## src/rtl/sync_pin_pkg.sv

```systemverilog
// Constants, field layouts and types for the sync, mode and status-pin control bank
package sync_pin_pkg;
  localparam logic [4:0] ADDR_OUTPUT_PATH_CONFIG = 5'h0a;
  localparam logic [4:0] ADDR_DEVICE_MODE_SYNC_CONFIG = 5'h0b;
  localparam logic [4:0] ADDR_LOCK_PIN_SYNC_LOCK_CONFIG = 5'h0c;
  localparam logic [4:0] ADDR_LAST_DELAY_REG = 5'h05;
  localparam logic [31:0] RESET_OUTPUT_PATH_CONFIG = 32'h0000002a;
  localparam logic [31:0] RESET_DEVICE_MODE_SYNC_CONFIG = 32'h0400000b;
  localparam logic [31:0] RESET_LOCK_PIN_SYNC_LOCK_CONFIG = 32'h1300000c;
  localparam int WORD_BITS = 32;
  localparam int NUM_OUTPUTS = 6;
  // Feedback select codes
  localparam logic [2:0] FB_OUT1 = 3'h1;
  localparam logic [2:0] FB_OUT3 = 3'h3;
  localparam logic [2:0] FB_OUT4 = 3'h4;
  localparam logic [2:0] FB_OUT5 = 3'h5;
  localparam logic [2:0] FB_EXTERNAL = 3'h6;
  // Device mode codes
  localparam logic [4:0] MODE_DUAL_INT = 5'h00;
  localparam logic [4:0] MODE_DUAL_INT_ZD = 5'h02;
  localparam logic [4:0] MODE_DUAL_EXT = 5'h03;
  localparam logic [4:0] MODE_DUAL_EXT_ZD = 5'h05;
  localparam logic [4:0] MODE_SINGLE_INT = 5'h06;
  localparam logic [4:0] MODE_SINGLE_INT_ZD = 5'h08;
  localparam logic [4:0] MODE_SINGLE_EXT = 5'h0b;
  localparam logic [4:0] MODE_DISTRIBUTION = 5'h10;
  // Pin type codes, shared by sync and lock pins
  localparam logic [2:0] PIN_INPUT = 3'h0;
  localparam logic [2:0] PIN_INPUT_PULL_UP = 3'h1;
  localparam logic [2:0] PIN_INPUT_PULL_DOWN = 3'h2;
  localparam logic [2:0] PIN_PUSH_PULL = 3'h3;
  localparam logic [2:0] PIN_PUSH_PULL_INV = 3'h4;
  localparam logic [2:0] PIN_OPEN_SOURCE = 3'h5;
  localparam logic [2:0] PIN_OPEN_DRAIN = 3'h6;
  // Sync pin output select codes
  localparam logic [1:0] SPS_LOW = 2'h0;
  localparam logic [1:0] SPS_REF2_LOSS = 2'h1;
  localparam logic [1:0] SPS_REF2_SELECTED = 2'h2;
  localparam logic [1:0] SPS_READBACK = 2'h3;

  typedef struct packed {
    logic [19:0] upper;
    logic feedback_mux_power;
    logic [2:0] middle;
    logic [2:0] feedback_select;
    logic [4:0] addr;
  } output_path_t;

  typedef struct packed {
    logic [4:0] mode;
    logic sync_enable;
    logic [5:0] per_output_sync_exclude;
    logic [1:0] sync_pin_output_select;
    logic sync_qualify_by_output;
    logic sync_polarity_invert;
    logic auto_sync;
    logic [2:0] sync_pin_io_type;
    logic [5:0] spare;
    logic crystal_amp_enable;
    logic [4:0] addr;
  } mode_sync_t;

  typedef struct packed {
    logic [4:0] lock_pin_output_select;
    logic [2:0] lock_pin_io_type;
    logic sync_hold_until_second_lock;
    logic sync_hold_until_first_lock;
    logic [16:0] rest;
    logic [4:0] addr;
  } lock_pin_t;

  typedef struct packed {
    logic mode_valid;
    logic first_loop_on;
    logic second_loop_on;
    logic internal_vco;
    logic zero_delay;
    logic ref_from_oscillator;
    logic ref1_to_outputs;
    logic oscillator_to_buffered;
  } mode_ctrl_t;

  typedef struct packed {
    logic first_lock;
    logic second_lock;
    logic holdover;
    logic dac_locked;
    logic dac_rail;
    logic dac_low;
    logic dac_high;
    logic [7:0] divider_taps;
  } lock_status_t;
endpackage : sync_pin_pkg

```

## src/rtl/sync_mode_status_pin_control.sv

```systemverilog
// Serial-programmed sync, mode and status-pin control bank
`timescale 1ns/10ps
`default_nettype none
module sync_mode_status_pin_control
  import sync_pin_pkg::*;
(
  // Clock and reset
  input wire logic MCLK,
  input wire logic RST,
  // Serial programming port
  input wire logic SER_CLK,
  input wire logic SER_DATA,
  input wire logic SER_LE,
  // Sync pin
  input wire logic SYNC_PIN_I,
  output logic SYNC_PIN_O,
  output logic SYNC_PIN_OE,
  output logic SYNC_PULL_UP,
  output logic SYNC_PULL_DOWN,
  // Lock status pin
  output logic LOCK_PIN_O,
  output logic LOCK_PIN_OE,
  // Analog side status
  input wire logic REF2_LOSS,
  input wire logic REF2_SELECTED,
  input wire lock_status_t LOCK_STATUS,
  // Output clock phase ticks and output two divider power-down
  input wire logic [5:0] OUT_TICK,
  input wire logic EXT_FB_TICK,
  input wire logic OUTPUT_TWO_DIVIDER_POWERDOWN,
  // Controls to the analog side
  output logic FEEDBACK_CLOCK,
  output logic FEEDBACK_MUX_POWER,
  output logic CRYSTAL_AMP_ENABLE,
  output mode_ctrl_t MODE_CTRL,
  // Output synchronization
  output logic SYNC_ACTIVE,
  output logic [5:0] CLKOUT_HOLD_LOW,
  output logic [5:0] DELAY_LOAD
);

  typedef enum logic [3:0] {
    ST_IDLE = 4'b0001,
    ST_ARM = 4'b0010,
    ST_HOLD = 4'b0100,
    ST_DISARM = 4'b1000
  } sync_state_t;

  output_path_t r10;
  mode_sync_t r11;
  lock_pin_t r12;
  logic [31:0] shift_in;
  logic [31:0] readback;
  logic ser_clk_q;
  logic ser_le_q;
  logic auto_armed;
  logic en_q;
  logic pol_q;
  logic [5:0] part;
  sync_state_t state;
  sync_state_t next_state;

  wire logic ser_rise = SER_CLK & ~ser_clk_q;
  wire logic le_rise = SER_LE & ~ser_le_q;
  wire logic le_fall = ~SER_LE & ser_le_q;
  wire logic [4:0] wr_addr = shift_in[4:0];
  wire logic readback_bit = readback[WORD_BITS-1];

  // Serial shift and word latch
  always_ff @(posedge MCLK) begin
    if (RST) begin
      ser_clk_q <= 1'b0;
      ser_le_q <= 1'b0;
      shift_in <= 32'h00000000;
    end else begin
      ser_clk_q <= SER_CLK;
      ser_le_q <= SER_LE;
      if (ser_rise && !SER_LE) begin
        shift_in <= {shift_in[30:0], SER_DATA};
      end
    end
  end

  always_ff @(posedge MCLK) begin
    if (RST) begin
      r10 <= RESET_OUTPUT_PATH_CONFIG;
      r11 <= RESET_DEVICE_MODE_SYNC_CONFIG;
      r12 <= RESET_LOCK_PIN_SYNC_LOCK_CONFIG;
    end else if (le_rise) begin
      case (wr_addr)
        ADDR_OUTPUT_PATH_CONFIG: r10 <= shift_in;
        ADDR_DEVICE_MODE_SYNC_CONFIG: r11 <= shift_in;
        ADDR_LOCK_PIN_SYNC_LOCK_CONFIG: r12 <= shift_in;
        default: ;
      endcase
    end
  end

  // Readback of the word addressed by the last latch, shifted MSB first
  always_ff @(posedge MCLK) begin
    if (RST) begin
      readback <= 32'h00000000;
    end else if (le_rise) begin
      case (wr_addr)
        ADDR_OUTPUT_PATH_CONFIG: readback <= r10;
        ADDR_DEVICE_MODE_SYNC_CONFIG: readback <= r11;
        ADDR_LOCK_PIN_SYNC_LOCK_CONFIG: readback <= r12;
        default: readback <= 32'h00000000;
      endcase
    end else if (ser_rise && !SER_LE) begin
      readback <= {readback[30:0], 1'b0};
    end
  end

  // Auto sync: delay registers are 0..5; event lands on the latch fall
  always_ff @(posedge MCLK) begin
    if (RST) begin
      auto_armed <= 1'b0;
    end else if (le_rise) begin
      auto_armed <= (wr_addr <= ADDR_LAST_DELAY_REG);
    end else if (le_fall) begin
      auto_armed <= 1'b0;
    end
  end

  wire logic auto_pulse = le_fall & auto_armed & r11.auto_sync;

  // Edge memories for enable and polarity events
  always_ff @(posedge MCLK) begin
    if (RST) begin
      en_q <= 1'b1;
      pol_q <= 1'b0;
    end else begin
      en_q <= r11.sync_enable;
      pol_q <= r11.sync_polarity_invert;
    end
  end

  wire logic en_rise = r11.sync_enable & ~en_q;

  // Output-type pin reads as 0, so the polarity bit alone asserts sync
  wire logic pin_is_output = r11.sync_pin_io_type >= PIN_PUSH_PULL;
  wire logic pin_level = pin_is_output ? 1'b0 : SYNC_PIN_I;
  wire logic pin_assert = pin_level ^ r11.sync_polarity_invert;

  // Qualification falls back to plain sync if output two divider is off
  wire logic qual_eff = r11.sync_qualify_by_output & ~OUTPUT_TWO_DIVIDER_POWERDOWN;
  wire logic hold_lock = ~r11.sync_qualify_by_output &
    ((r12.sync_hold_until_second_lock & ~LOCK_STATUS.second_lock) |
     (r12.sync_hold_until_first_lock & ~LOCK_STATUS.first_lock));
  wire logic sync_req = pin_assert | hold_lock | auto_pulse | en_rise;

  logic fb_tick;
  always_comb begin
    case (r10.feedback_select)
      FB_OUT1: fb_tick = OUT_TICK[1];
      FB_OUT3: fb_tick = OUT_TICK[3];
      FB_OUT4: fb_tick = OUT_TICK[4];
      FB_OUT5: fb_tick = OUT_TICK[5];
      FB_EXTERNAL: fb_tick = EXT_FB_TICK;
      default: fb_tick = 1'b0;
    endcase
  end

  // Sync sequencer
  always_comb begin
    next_state = state;
    case (state)
      ST_IDLE: begin
        if (sync_req) begin
          next_state = qual_eff ? ST_ARM : ST_HOLD;
        end
      end
      ST_ARM: begin
        if (fb_tick) begin
          next_state = ST_HOLD;
        end
      end
      ST_HOLD: begin
        if (!sync_req) begin
          next_state = qual_eff ? ST_DISARM : ST_IDLE;
        end
      end
      ST_DISARM: begin
        if (fb_tick) begin
          next_state = ST_IDLE;
        end
      end
      default: next_state = ST_IDLE;
    endcase
    if (!r11.sync_enable) begin
      next_state = ST_IDLE;
    end
  end

  always_ff @(posedge MCLK) begin
    if (RST) begin
      state <= ST_IDLE;
    end else begin
      state <= next_state;
    end
  end

  wire logic sync_on = (state == ST_HOLD) || (state == ST_DISARM);

  // Participants are fixed at the start so later exclusions cannot cut in
  always_ff @(posedge MCLK) begin
    if (RST) begin
      part <= 6'h00;
    end else if (state == ST_IDLE || state == ST_ARM) begin
      part <= ~r11.per_output_sync_exclude;
    end
  end

  always_ff @(posedge MCLK) begin
    if (RST) begin
      SYNC_ACTIVE <= 1'b0;
      CLKOUT_HOLD_LOW <= 6'h00;
      DELAY_LOAD <= 6'h00;
    end else begin
      SYNC_ACTIVE <= sync_on;
      CLKOUT_HOLD_LOW <= sync_on ? part : 6'h00;
      DELAY_LOAD <= (sync_on && next_state == ST_IDLE) ? part : 6'h00;
    end
  end

  // Mode decode
  mode_ctrl_t next_mode;
  always_comb begin
    next_mode = '0;
    next_mode.mode_valid = 1'b1;
    case (r11.mode)
      MODE_DUAL_INT, MODE_DUAL_INT_ZD, MODE_DUAL_EXT, MODE_DUAL_EXT_ZD: begin
        next_mode.first_loop_on = 1'b1;
        next_mode.second_loop_on = 1'b1;
      end
      MODE_SINGLE_INT, MODE_SINGLE_INT_ZD, MODE_SINGLE_EXT: begin
        next_mode.second_loop_on = 1'b1;
        next_mode.ref_from_oscillator = 1'b1;
      end
      MODE_DISTRIBUTION: begin
        next_mode.ref1_to_outputs = 1'b1;
        next_mode.oscillator_to_buffered = 1'b1;
      end
      default: next_mode.mode_valid = 1'b0;
    endcase
    next_mode.internal_vco = next_mode.second_loop_on &&
      (r11.mode == MODE_DUAL_INT || r11.mode == MODE_DUAL_INT_ZD ||
       r11.mode == MODE_SINGLE_INT || r11.mode == MODE_SINGLE_INT_ZD);
    next_mode.zero_delay = (r11.mode == MODE_DUAL_INT_ZD) || (r11.mode == MODE_DUAL_EXT_ZD) ||
      (r11.mode == MODE_SINGLE_INT_ZD);
  end

  always_ff @(posedge MCLK) begin
    if (RST) begin
      MODE_CTRL <= '0;
      FEEDBACK_CLOCK <= 1'b0;
      FEEDBACK_MUX_POWER <= 1'b0;
      CRYSTAL_AMP_ENABLE <= 1'b0;
    end else begin
      MODE_CTRL <= next_mode;
      FEEDBACK_CLOCK <= fb_tick & next_mode.zero_delay;
      FEEDBACK_MUX_POWER <= r10.feedback_mux_power;
      CRYSTAL_AMP_ENABLE <= r11.crystal_amp_enable;
    end
  end

  // Sync pin source and drive
  logic sync_src;
  always_comb begin
    case (r11.sync_pin_output_select)
      SPS_REF2_LOSS: sync_src = REF2_LOSS;
      SPS_REF2_SELECTED: sync_src = REF2_SELECTED;
      SPS_READBACK: sync_src = readback_bit;
      default: sync_src = 1'b0;
    endcase
  end

  // Lock pin source
  logic lock_src;
  always_comb begin
    case (r12.lock_pin_output_select)
      5'h01: lock_src = LOCK_STATUS.first_lock;
      5'h02: lock_src = LOCK_STATUS.second_lock;
      5'h03: lock_src = LOCK_STATUS.first_lock & LOCK_STATUS.second_lock;
      5'h04: lock_src = LOCK_STATUS.holdover;
      5'h05: lock_src = LOCK_STATUS.dac_locked;
      5'h07: lock_src = readback_bit;
      5'h08: lock_src = LOCK_STATUS.dac_rail;
      5'h09: lock_src = LOCK_STATUS.dac_low;
      5'h0a: lock_src = LOCK_STATUS.dac_high;
      5'h0b, 5'h0c, 5'h0d, 5'h0e, 5'h0f, 5'h10, 5'h11, 5'h12:
        lock_src = LOCK_STATUS.divider_taps[3'(r12.lock_pin_output_select - 5'h0b)];
      default: lock_src = 1'b0;
    endcase
  end

  // Open source drives only high, open drain only low
  always_ff @(posedge MCLK) begin
    if (RST) begin
      SYNC_PIN_O <= 1'b0;
      SYNC_PIN_OE <= 1'b0;
      SYNC_PULL_UP <= 1'b0;
      SYNC_PULL_DOWN <= 1'b0;
    end else begin
      SYNC_PULL_UP <= r11.sync_pin_io_type == PIN_INPUT_PULL_UP;
      SYNC_PULL_DOWN <= r11.sync_pin_io_type == PIN_INPUT_PULL_DOWN;
      case (r11.sync_pin_io_type)
        PIN_PUSH_PULL: {SYNC_PIN_O, SYNC_PIN_OE} <= {sync_src, 1'b1};
        PIN_PUSH_PULL_INV: {SYNC_PIN_O, SYNC_PIN_OE} <= {~sync_src, 1'b1};
        PIN_OPEN_SOURCE: {SYNC_PIN_O, SYNC_PIN_OE} <= {1'b1, sync_src};
        PIN_OPEN_DRAIN: {SYNC_PIN_O, SYNC_PIN_OE} <= {1'b0, ~sync_src};
        default: {SYNC_PIN_O, SYNC_PIN_OE} <= 2'b00;
      endcase
    end
  end

  always_ff @(posedge MCLK) begin
    if (RST) begin
      LOCK_PIN_O <= 1'b0;
      LOCK_PIN_OE <= 1'b0;
    end else begin
      case (r12.lock_pin_io_type)
        PIN_PUSH_PULL: {LOCK_PIN_O, LOCK_PIN_OE} <= {lock_src, 1'b1};
        PIN_PUSH_PULL_INV: {LOCK_PIN_O, LOCK_PIN_OE} <= {~lock_src, 1'b1};
        PIN_OPEN_SOURCE: {LOCK_PIN_O, LOCK_PIN_OE} <= {1'b1, lock_src};
        PIN_OPEN_DRAIN: {LOCK_PIN_O, LOCK_PIN_OE} <= {1'b0, ~lock_src};
        default: {LOCK_PIN_O, LOCK_PIN_OE} <= 2'b00;
      endcase
    end
  end
endmodule : sync_mode_status_pin_control
`default_nettype wire

```

## config.mk

```make
export PLATFORM = sky130hd
export DESIGN_NAME = sync_mode_status_pin_control
export DESIGN_NICKNAME = d
export VERILOG_FILES = /design/src/rtl/sync_pin_pkg.sv /design/src/rtl/sync_mode_status_pin_control.sv
export SDC_FILE = /design/constraint.sdc
export NUM_CORES = 1
export LEC_CHECK = 0
export BUFFER_PORTS_ARGS = -buffer_cell sky130_fd_sc_hd__buf_2
export CAP_MARGIN = 10
export CORE_ASPECT_RATIO = 1.2
export CORE_MARGIN = 2
export CORE_UTILIZATION = 32
export DETAILED_ROUTE_END_ITERATION = 10
export GPL_ROUTABILITY_DRIVEN = 0
export SYNTH_ARGS = -nofsm -noshare
export SYNTH_HDL_FRONTEND = slang
export SYNTH_SLANG_ARGS = --single-unit
```

## constraint.sdc

```tcl
create_clock -name MCLK -period 6 [get_ports MCLK]
set_clock_uncertainty 0.15 [all_clocks]
set_input_delay 0.9 -clock MCLK [delete_from_list [all_inputs] [get_ports MCLK]]
set_output_delay 0.9 -clock MCLK [all_outputs]
set_load 0.05 [all_outputs]
```

==> metrics, run 1 <==
clock slew at reported path FFs 0.06 ns; fmax 343 MHz; storage element area 4060 µm²; Pleak 3.49 nW; outcome complete, no violations; EDFF count, synth 0; Iter 0 DRT Violations 454; dpl ws 2.53 ns; Async S/R FF share, synth 0%; final slew viol count 0; Via density 5.00; post-synthesis simple-gate area fraction 23.9%; Unique masters post-synth 52; largest net degree at the start of global routing 97; setup violators final 0; synth warn 0; Area contributors post-synth dfxtp_1 49%, nand2_1 11%, a21oi_1 7.5%; commonest non-fill, non-tap cell in the layout nand2_1; post-CTS sizing 0; hold-fix buffer count after cts 0; Synth area leader dfxtp_1; first-pass GRT wire length 33.2 mm; Synth Area in Compound Gates 16.1%; Routed WL 20.2 mm; core area 25600 µm²; most frequent cells in the layout 236 x nand2_1, 203 x dfxtp_1, 125 x a21oi_1; TritonCTS clock tree done; Clock Path Buffers 3; final hold violation count 0; Worst setup SP type input pin; vias in the first global route 6454; die area 27500 µm²; mux share of post-synthesis cell area 5.99%; Final Instance Area 9630 µm²; Ports 61; Setup CP Type input pin to register; Fin Setup TNS 0 ns; worst skew pair latency 0.49 ns; CTS buffer count 21; area of the multi-input gates 4010 µm²; cell row count 64; post-DP HPWL 11.8 mm; final worst path period need 2.91 ns; setup bufs post-CTS 0; mean routed wirelength per cell 14.7 µm; share of cells above drive strength 1 13.2%; drt drc 0; clock root buffer clkbuf_16; Area Overhead vs Synth 15.0%; Synth Net Count 1050; Post-Syn Instances 1013; Tot GR Track Use 14.7%; Seq/Total Area, Yosys 48.5%; Initial Util 32.7%; peak supply drop 0.159 mV; flops & latches, synth 203; syn avg cell area 8.27 µm²; drt pass-1 iters 5; Critical Path Sink Type register; FILL cells 2674; Synth top area share 48.5%; Congestion Overflow GR 0; maxcap violations 0; fin cells 1375; setup ws final 3.09 ns; worst hold margin 0.289 ns; antenna violations before repair 0; DIE HEIGHT 181 µm; final period utilization 48.5%; post-synthesis cell area 8370 µm²; Antenna diodes 0; Worst slew margin 30.4%; ys flop type dfxtp_1; CTS sink count 203; Slew @ Worst Pin 1.04 ns; Placed Instances 1338; Post-Synth Adder-Cell Area 0.897%; NumNets Final 1068; Post-DP Area 8910 µm²; vias 6880; critical path data required time 6.26 ns; # port buffers 58; critical-path maximum fanout 34; htree depth 1; pwr dens 302 nW/µm²; main combinational cell family by area after synthesis simple AND/OR/NAND/NOR gates; WP data arrival 3.17 ns; unrepaired setup endpoints after global routing false; Worst Hold Class register to register; Die X 152 µm; post-route ant nets 0; fin util 37.6%; total power 2.91 mW; xor/xnor share of the synthesized area 0.523%
[synthesized netlist by cell type (3+ instances only)]
master / instances
a211o_1: 3
a21oi_1: 125
a22oi_1: 34
and2_1: 15
buf_1: 3
buf_2: 4
clkbuf_1: 67
dfxtp_1: 203
ha_1: 6
inv_1: 12
mux2_1: 9
mux2_2: 24
mux2i_1: 7
nand2_1: 237
nand2b_1: 12
nand3_1: 3
nand3b_1: 10
nor2_1: 98
nor2b_1: 14
nor3_1: 36
nor3b_1: 3
nor4b_1: 4
o21ai_0: 4
o21ai_1: 4
o22a_1: 32
or2_1: 3
or3_1: 9
xnor2_1: 3
[logic make-up (layout without fill, tap and decap cells)]
logic type / Yosys count / after routing
adder cells (fa/ha/maj): 6 / 6
multiplexers: 43 / 43
AO/OA/AOI/OAI: 215 / 215
AND/OR/NAND/NOR: 454 / 454
XOR/XNOR: 5 / 5
buffers and inverters: 87 / 119
flip-flops: 203 / 203
[where the power goes]
| group | total, mW | internal [mW] | switching [mW] |
|---|---|---|---|
| combinational | 0.167 | 0.0599 | 0.107 |
| clock | 1.35 | 0.837 | 0.513 |
| sequential | 1.39 | 1.37 | 0.0145 |
| total | 2.91 | 2.27 | 0.634 |
[worst max-delay path, cell delays in order]
cell,delay [ns]
buf_2,0.11
ha_1,0.14
buf_4,0.35
nor2b_1,0.27
nand2_1,0.20
nor3_2,0.53
buf_4,0.43
nand2_1,0.09
a21oi_1,0.13
[layer usage]
layer  track usage [%]  share of wire [%]
met1              18.9                 45
met2              25.3                 49
met3              2.35                4.6
met4              3.89                1.6
met5                 0                  0
[registers in the layout (all words and copies together), names as in the netlist]
| name | count |
|---|---|
| shift_in | 32 |
| ser_le_q | 1 |
| SYNC_PULL_UP | 1 |
| FEEDBACK_MUX_POWER | 1 |
| FEEDBACK_CLOCK | 1 |
| state | 4 |
| r11 | 32 |
| SYNC_ACTIVE | 1 |
| CLKOUT_HOLD_LOW | 6 |
| SYNC_PIN_OE | 1 |
| part | 6 |
| r10 | 32 |
| LOCK_PIN_OE | 1 |
| SYNC_PULL_DOWN | 1 |
| SYNC_PIN_O | 1 |
| MODE_CTRL | 7 |
| auto_armed | 1 |
| DELAY_LOAD | 6 |
| CRYSTAL_AMP_ENABLE | 1 |
| readback | 32 |
| LOCK_PIN_O | 1 |
| en_q | 1 |
| r12 | 32 |
| ser_clk_q | 1 |
[worst paths after layout]
path	to	start	cells after the start	slack [ns]
worst min register to register	r11[0]$_SDFFE_PP1P_	r11[0]$_SDFFE_PP1P_	1	0.29
worst min-delay path	r11[0]$_SDFFE_PP1P_	r11[0]$_SDFFE_PP1P_	1	0.29
worst max register to register	r10[11]$_SDFFE_PP0P_	ser_le_q$_SDFF_PP0_	9	3.27
worst max-delay path	r10[11]$_SDFFE_PP0P_	SER_LE	9	3.09
[cell type report]
| type | count | area share, % |
|---|---|---|
| Clock buffer | 32 | 6.40 |
| Tap cell | 330 | 4.29 |
| Clock inverter | 5 | 1.08 |
| Sequential cell | 203 | 42.2 |
| Inverter | 12 | 0.468 |
| Multi-Input combinational cell | 723 | 41.6 |
| Timing Repair Buffer | 70 | 3.98 |
Note: power is estimated with default switching activity, not from simulation.
==> inputs of run 2 (changes only) <==
Clock period 6 ns to 2.77 ns, I/O delays scaled along.
==> metrics, run 2 (same netlist as run 1, synthesis figures left out) <==
Sequential Power Share 49.2% (+1.4 points); maxcap violations 0 (unchanged); unrepaired setup endpoints after global routing false; final worst path period need 2.36 ns; worst hold start SER_CLK; Fin Setup TNS 0 ns (unchanged); clock root buffer clkbuf_16; Worst setup SP type register; commonest non-fill, non-tap cell in the layout nand2_1; total power 6.12 mW (+110%); Worst slew margin 49.0% (+19 points); Min-Delay Path Depth 2 (+1); pwr dens 630 nW/µm² (+110%); final period utilization 85.1%; Via density 4.97 (-0.62%); die area 27500 µm² (unchanged); worst r2r path cells 7 (-2); Setup CP Type register to register; Critical Path Sink Type register; Clk pwr share 44.7% (-1.7 points); CTS buffer count 20 (-4.8%); CTS sink count 203 (unchanged); drt pass-1 iters 5 (unchanged); Iter 0 DRT Violations 405 (-11%); core area 25600 µm² (unchanged); setup slack, reg-to-reg 0.41 ns (-2.86 ns); Reg-to-Reg Start ser_le_q$_SDFF_PP0_; sw power 1.36 mW (+120%); Die X 152 µm (unchanged); outcome complete, no violations; final hold violation count 0 (unchanged); mean routed wirelength per cell 14.8 µm (+1.2%); final slew viol count 0 (unchanged); Slew @ Worst Pin 0.761 ns (-0.283 ns); peak supply drop 0.388 mV (+140%); first-pass GRT wire length 33.5 mm (+1.1%); vias 6902 (+0.32%); Ports 61 (unchanged); Sw Share 22.3% (+0.46 points); critical-path maximum fanout 6 (-82%); Tot GR Track Use 14.9% (+0.18 points); Area Overhead vs Synth 16.0%; fmax 424 MHz; RR Endpoint DELAY_LOAD[1]$_SDFF_PP0_; worst skew pair latency 0.48 ns (about the same); post-DP HPWL 12.7 mm (+7.8%); clock slew at reported path FFs 0.06 ns (about the same); TritonCTS clock tree done; DIE HEIGHT 181 µm (unchanged); Clock Path Buffers 3 (unchanged); Initial Util 32.7% (unchanged); most frequent cells in the layout 236 x nand2_1, 203 x dfxtp_1, 125 x a21oi_1; fin util 37.9% (+0.33 points); WP data arrival 2.57 ns (-0.60 ns); Antenna diodes 0 (unchanged); FILL cells 2604 (-2.6%); antenna violations before repair 0 (unchanged); Pleak 3.55 nW (+1.8%); setup violators final 0 (unchanged); cell row count 64 (unchanged); NumNets Final 1082 (+1.3%); # port buffers 58 (unchanged); post-CTS sizing 0 (unchanged); hold-fix buffer count after cts 0 (unchanged); critical path data required time 2.99 ns (-3.27 ns); combinational power share 6.1% (+0.4 points); Worst Hold Class input pin to register; vias in the first global route 6476 (+0.34%); htree depth 1 (unchanged); drt drc 0 (unchanged); Congestion Overflow GR 0 (unchanged); largest net degree at the start of global routing 69 (-29%); share of cells above drive strength 1 14.2% (+0.97 points); setup bufs post-CTS 0 (unchanged); Internal Power 4.76 mW (+110%); post-route ant nets 0 (unchanged); hold path endpoint ser_clk_q$_SDFF_PP0_; Routed WL 20.6 mm (+2.2%)
run 2: layout make-up:
class | instances | area [µm²] | share of cell area (%)
clock buffers | 32 | 627 | 6.45
clock inverters | 3 | 40.0 | 0.412
inverters | 12 | 45.0 | 0.464
multi-input cells | 723 | 3990 | 41.1
flip-flops and latches | 203 | 4060 | 41.8
well taps | 330 | 413 | 4.25
repair buffers | 85 | 533 | 5.49
run 2: power groups by stage:
| stage | Sequential, mW | Clock (mW) | Combinational (mW) |
|---|---|---|---|
| 2_1_floorplan | 3.09 | 0 | 0.253 |
| 3_3_place_gp | 3.07 | 0 | 0.375 |
| 3_5_place_dp | 3.08 | 0 | 0.378 |
| 4_1_cts | 3.01 | 2.81 | 0.380 |
| 5_1_grt | 3.01 | 2.92 | 0.419 |
| 6_report | 3.01 | 2.73 | 0.376 |
run 2: worst max-delay path by stage:
stage                         from                       end  cells after the start
2_1_floorplan               SER_LE  DELAY_LOAD[0]$_SDFF_PP0_                      8
3_3_place_gp                SER_LE  DELAY_LOAD[4]$_SDFF_PP0_                      9
3_5_place_dp                SER_LE  DELAY_LOAD[0]$_SDFF_PP0_                      9
4_1_cts        ser_le_q$_SDFF_PP0_  DELAY_LOAD[0]$_SDFF_PP0_                      7
5_1_grt        ser_le_q$_SDFF_PP0_  DELAY_LOAD[5]$_SDFF_PP0_                      7
6_report       ser_le_q$_SDFF_PP0_  DELAY_LOAD[1]$_SDFF_PP0_                      7
run 2: layer usage:
layer	GRT usage, %	vias to the layer above	routed length (µm)
met3	2.55	18	1020
met5	0	-	0
met2	26.0	132	10200
met4	4.11	0	311
met1	18.6	3256	9070
li1	-	3496	-
run 2: critical path, stage by stage (launching register included):
cell and delay [ns]:
dfxtp_1 0.31, ha_1 0.17, nand3_1 0.12, o21ai_1 0.09
or4b_4 0.60, mux2_4 0.35, a211oi_4 0.37, nor2b_1 0.08
run 2: metrics by stage:
step | area, µm² | worst slack [ns] | hold slack [ns] | cells
2_1_floorplan | 8370 | 0.485 | 0.260 | 1013
3_3_place_gp | 9050 | 0.137 | 0.274 | 1353
4_1_cts | 9720 | 0.412 | 0.0301 | 1388
5_1_grt | 9720 | 0.310 | 0.0567 | 1388
3_5_place_dp | 9050 | 0.106 | 0.276 | 1353
6_report | 9720 | 0.413 | 0.0426 | 1388
==> inputs of run 3 (changes only) <==
Settings changed: CTS_CLUSTER_DIAMETER set to 120.
Clock period 2.77 ns to 2.55 ns, I/O delays scaled along.
==> metrics, run 3 (same netlist as run 1, synthesis figures left out) <==
Antenna diodes 0 (unchanged); # port buffers 58 (unchanged); commonest non-fill, non-tap cell in the layout nand2_1; GR peak layer met2; fin cells 1397 (+0.65%); Tot GR Track Use 15.2% (+0.35 points); Final Instance Area 9920 µm² (+2.2%); Area Overhead vs Synth 18.5%; drt drc 0 (unchanged); worst hold start OUTPUT_TWO_DIVIDER_POWERDOWN; WP data arrival 2.57 ns (about the same); Ports 61 (unchanged); first-pass GRT wire length 34.3 mm (+2.2%); Via density 4.98 (+0.21%); share of cells above drive strength 1 15.0% (+0.82 points); peak supply drop 0.383 mV (-1.3%); die area 27500 µm² (unchanged); antenna violations before repair 1 (+1); Worst slew margin 47.6% (-1.4 points); setup bufs post-CTS 0 (unchanged); Congestion Overflow GR 0 (unchanged); Routed WL 20.9 mm (+1.5%); total power 7.13 mW (+16%); Reg-to-Reg Start ser_le_q$_SDFF_PP0_; Top delay family on crit path simple AND/OR/NAND/NOR gates; unrepaired setup endpoints after global routing false; Initial Util 32.7% (unchanged); Worst Hold Class input pin to register; final worst path period need 2.36 ns (-0.000733 ns); Placed Instances 1358 (+0.37%); final hold violation count 0 (unchanged); clock root buffer clkbuf_16; vias 6961 (+0.85%); drt pass-1 iters 5 (unchanged); Setup CP Type register to register; Critical path origin ser_le_q$_SDFF_PP0_; Critical Path Sink Type register; Worst setup SP type register; post-route ant nets 0 (unchanged); Worst Path Buf+Inv 0 (unchanged); TritonCTS clock tree done; htree depth 1 (unchanged); critical path data required time 2.77 ns (-0.22 ns); outcome complete, no violations; dpl ws -0.0397 ns (-0.146 ns); mean routed wirelength per cell 15.0 µm (+0.82%); CTS buffer count 20 (unchanged); maxcap violations 0 (unchanged); fmax 424 MHz (about the same); met2 usage 25.9% (-0.054 points); Max stage delay on crit path 0.57 ns (-0.03 ns); worst path cell trace ha_1, nand3_1, o21ai_1, or4b_4, mux2_4, a211oi_4, nor2b_1; core area 25600 µm² (unchanged); Post-DP Area 9110 µm² (+0.69%); critical-path maximum fanout 6 (unchanged); DIE HEIGHT 181 µm (unchanged); Fin Setup TNS 0 ns (unchanged); Pleak 3.64 nW (+2.5%); final slew viol count 0 (unchanged); Slowest cell on crit path or4b_4; post-DP HPWL 13.0 mm (+2.1%); final period utilization 92.4% (+7.3 points); cell row count 64 (unchanged); setup ws final 0.194 ns (-0.219 ns); largest net degree at the start of global routing 70 (+1.4%); most frequent cells in the layout 236 x nand2_1, 203 x dfxtp_1, 125 x a21oi_1; vias in the first global route 6621 (+2.2%); pwr dens 718 nW/µm² (+14%); Clock Path Buffers 3 (unchanged); worst skew pair latency 0.49 ns (about the same); Iter 0 DRT Violations 427 (+5.4%); setup violators final 0 (unchanged); clock slew at reported path FFs 0.06 ns (about the same); NumNets Final 1090 (+0.74%); Slew @ Worst Pin 0.783 ns (+0.0216 ns); met3 usage 2.68% (+0.13 points); CTS sink count 203 (unchanged); met1 Use GR 19.5% (+0.86 points); Die X 152 µm (unchanged)
[run 3: area by class of cell]
type                       count  area, µm²
clock buffer                  25        571
clock inverter                11        213
fill                        2632      15700
inverter                      12       45.0
multi-input combinational    723       3990
sequential                   203       4060
tap                          330        413
timing repair buffer          93        626
[run 3: final timing paths]
kind,to,depth (start not counted),slack (ns)
worst max-delay path,DELAY_LOAD[5]$_SDFF_PP0_,7,0.19
worst min-delay path,state[3]$_SDFF_PP0_,4,0.23
worst max register to register,DELAY_LOAD[5]$_SDFF_PP0_,7,0.19
worst min register to register,r11[3]$_SDFFE_PP1P_,1,0.29
[run 3: per-layer routing]
metal | share of wire [%] | up-vias | wire length [µm]
met2 | 48 | 155 | 10100
met3 | 5.3 | 31 | 1110
met1 | 44 | 3267 | 9250
met5 | 0.053 | - | 11
li1 | - | 3506 | -
met4 | 2.1 | 2 | 433
[run 3: stage by stage]
step / hold slack (ns) / util [%]
2_1_floorplan: 0.260 / -
3_3_place_gp: 0.272 / 35.6
3_5_place_dp: 0.277 / 35.6
4_1_cts: 0.195 / 38.7
5_1_grt: 0.250 / 38.7
6_report: 0.226 / 38.7
[run 3: where the power goes]
part | switching, mW | internal (mW) | total (mW)
Clock | 1.25 | 2.20 | 3.45
Sequential | 0.0343 | 3.23 | 3.27
Combinational | 0.256 | 0.155 | 0.411
[run 3: repair_timing]
item / 4_1_cts / 5_1_grt
hold buffers: 3 / 0
resized for setup: 0 / 0
endpoints found under the hold margin: 3 / 0
[run 3: tightest hold or removal path: stages]
cell	delay, ns
buf_2	0.08
nand2b_1	0.17
o32a_1	0.16
nor2_1	0.04
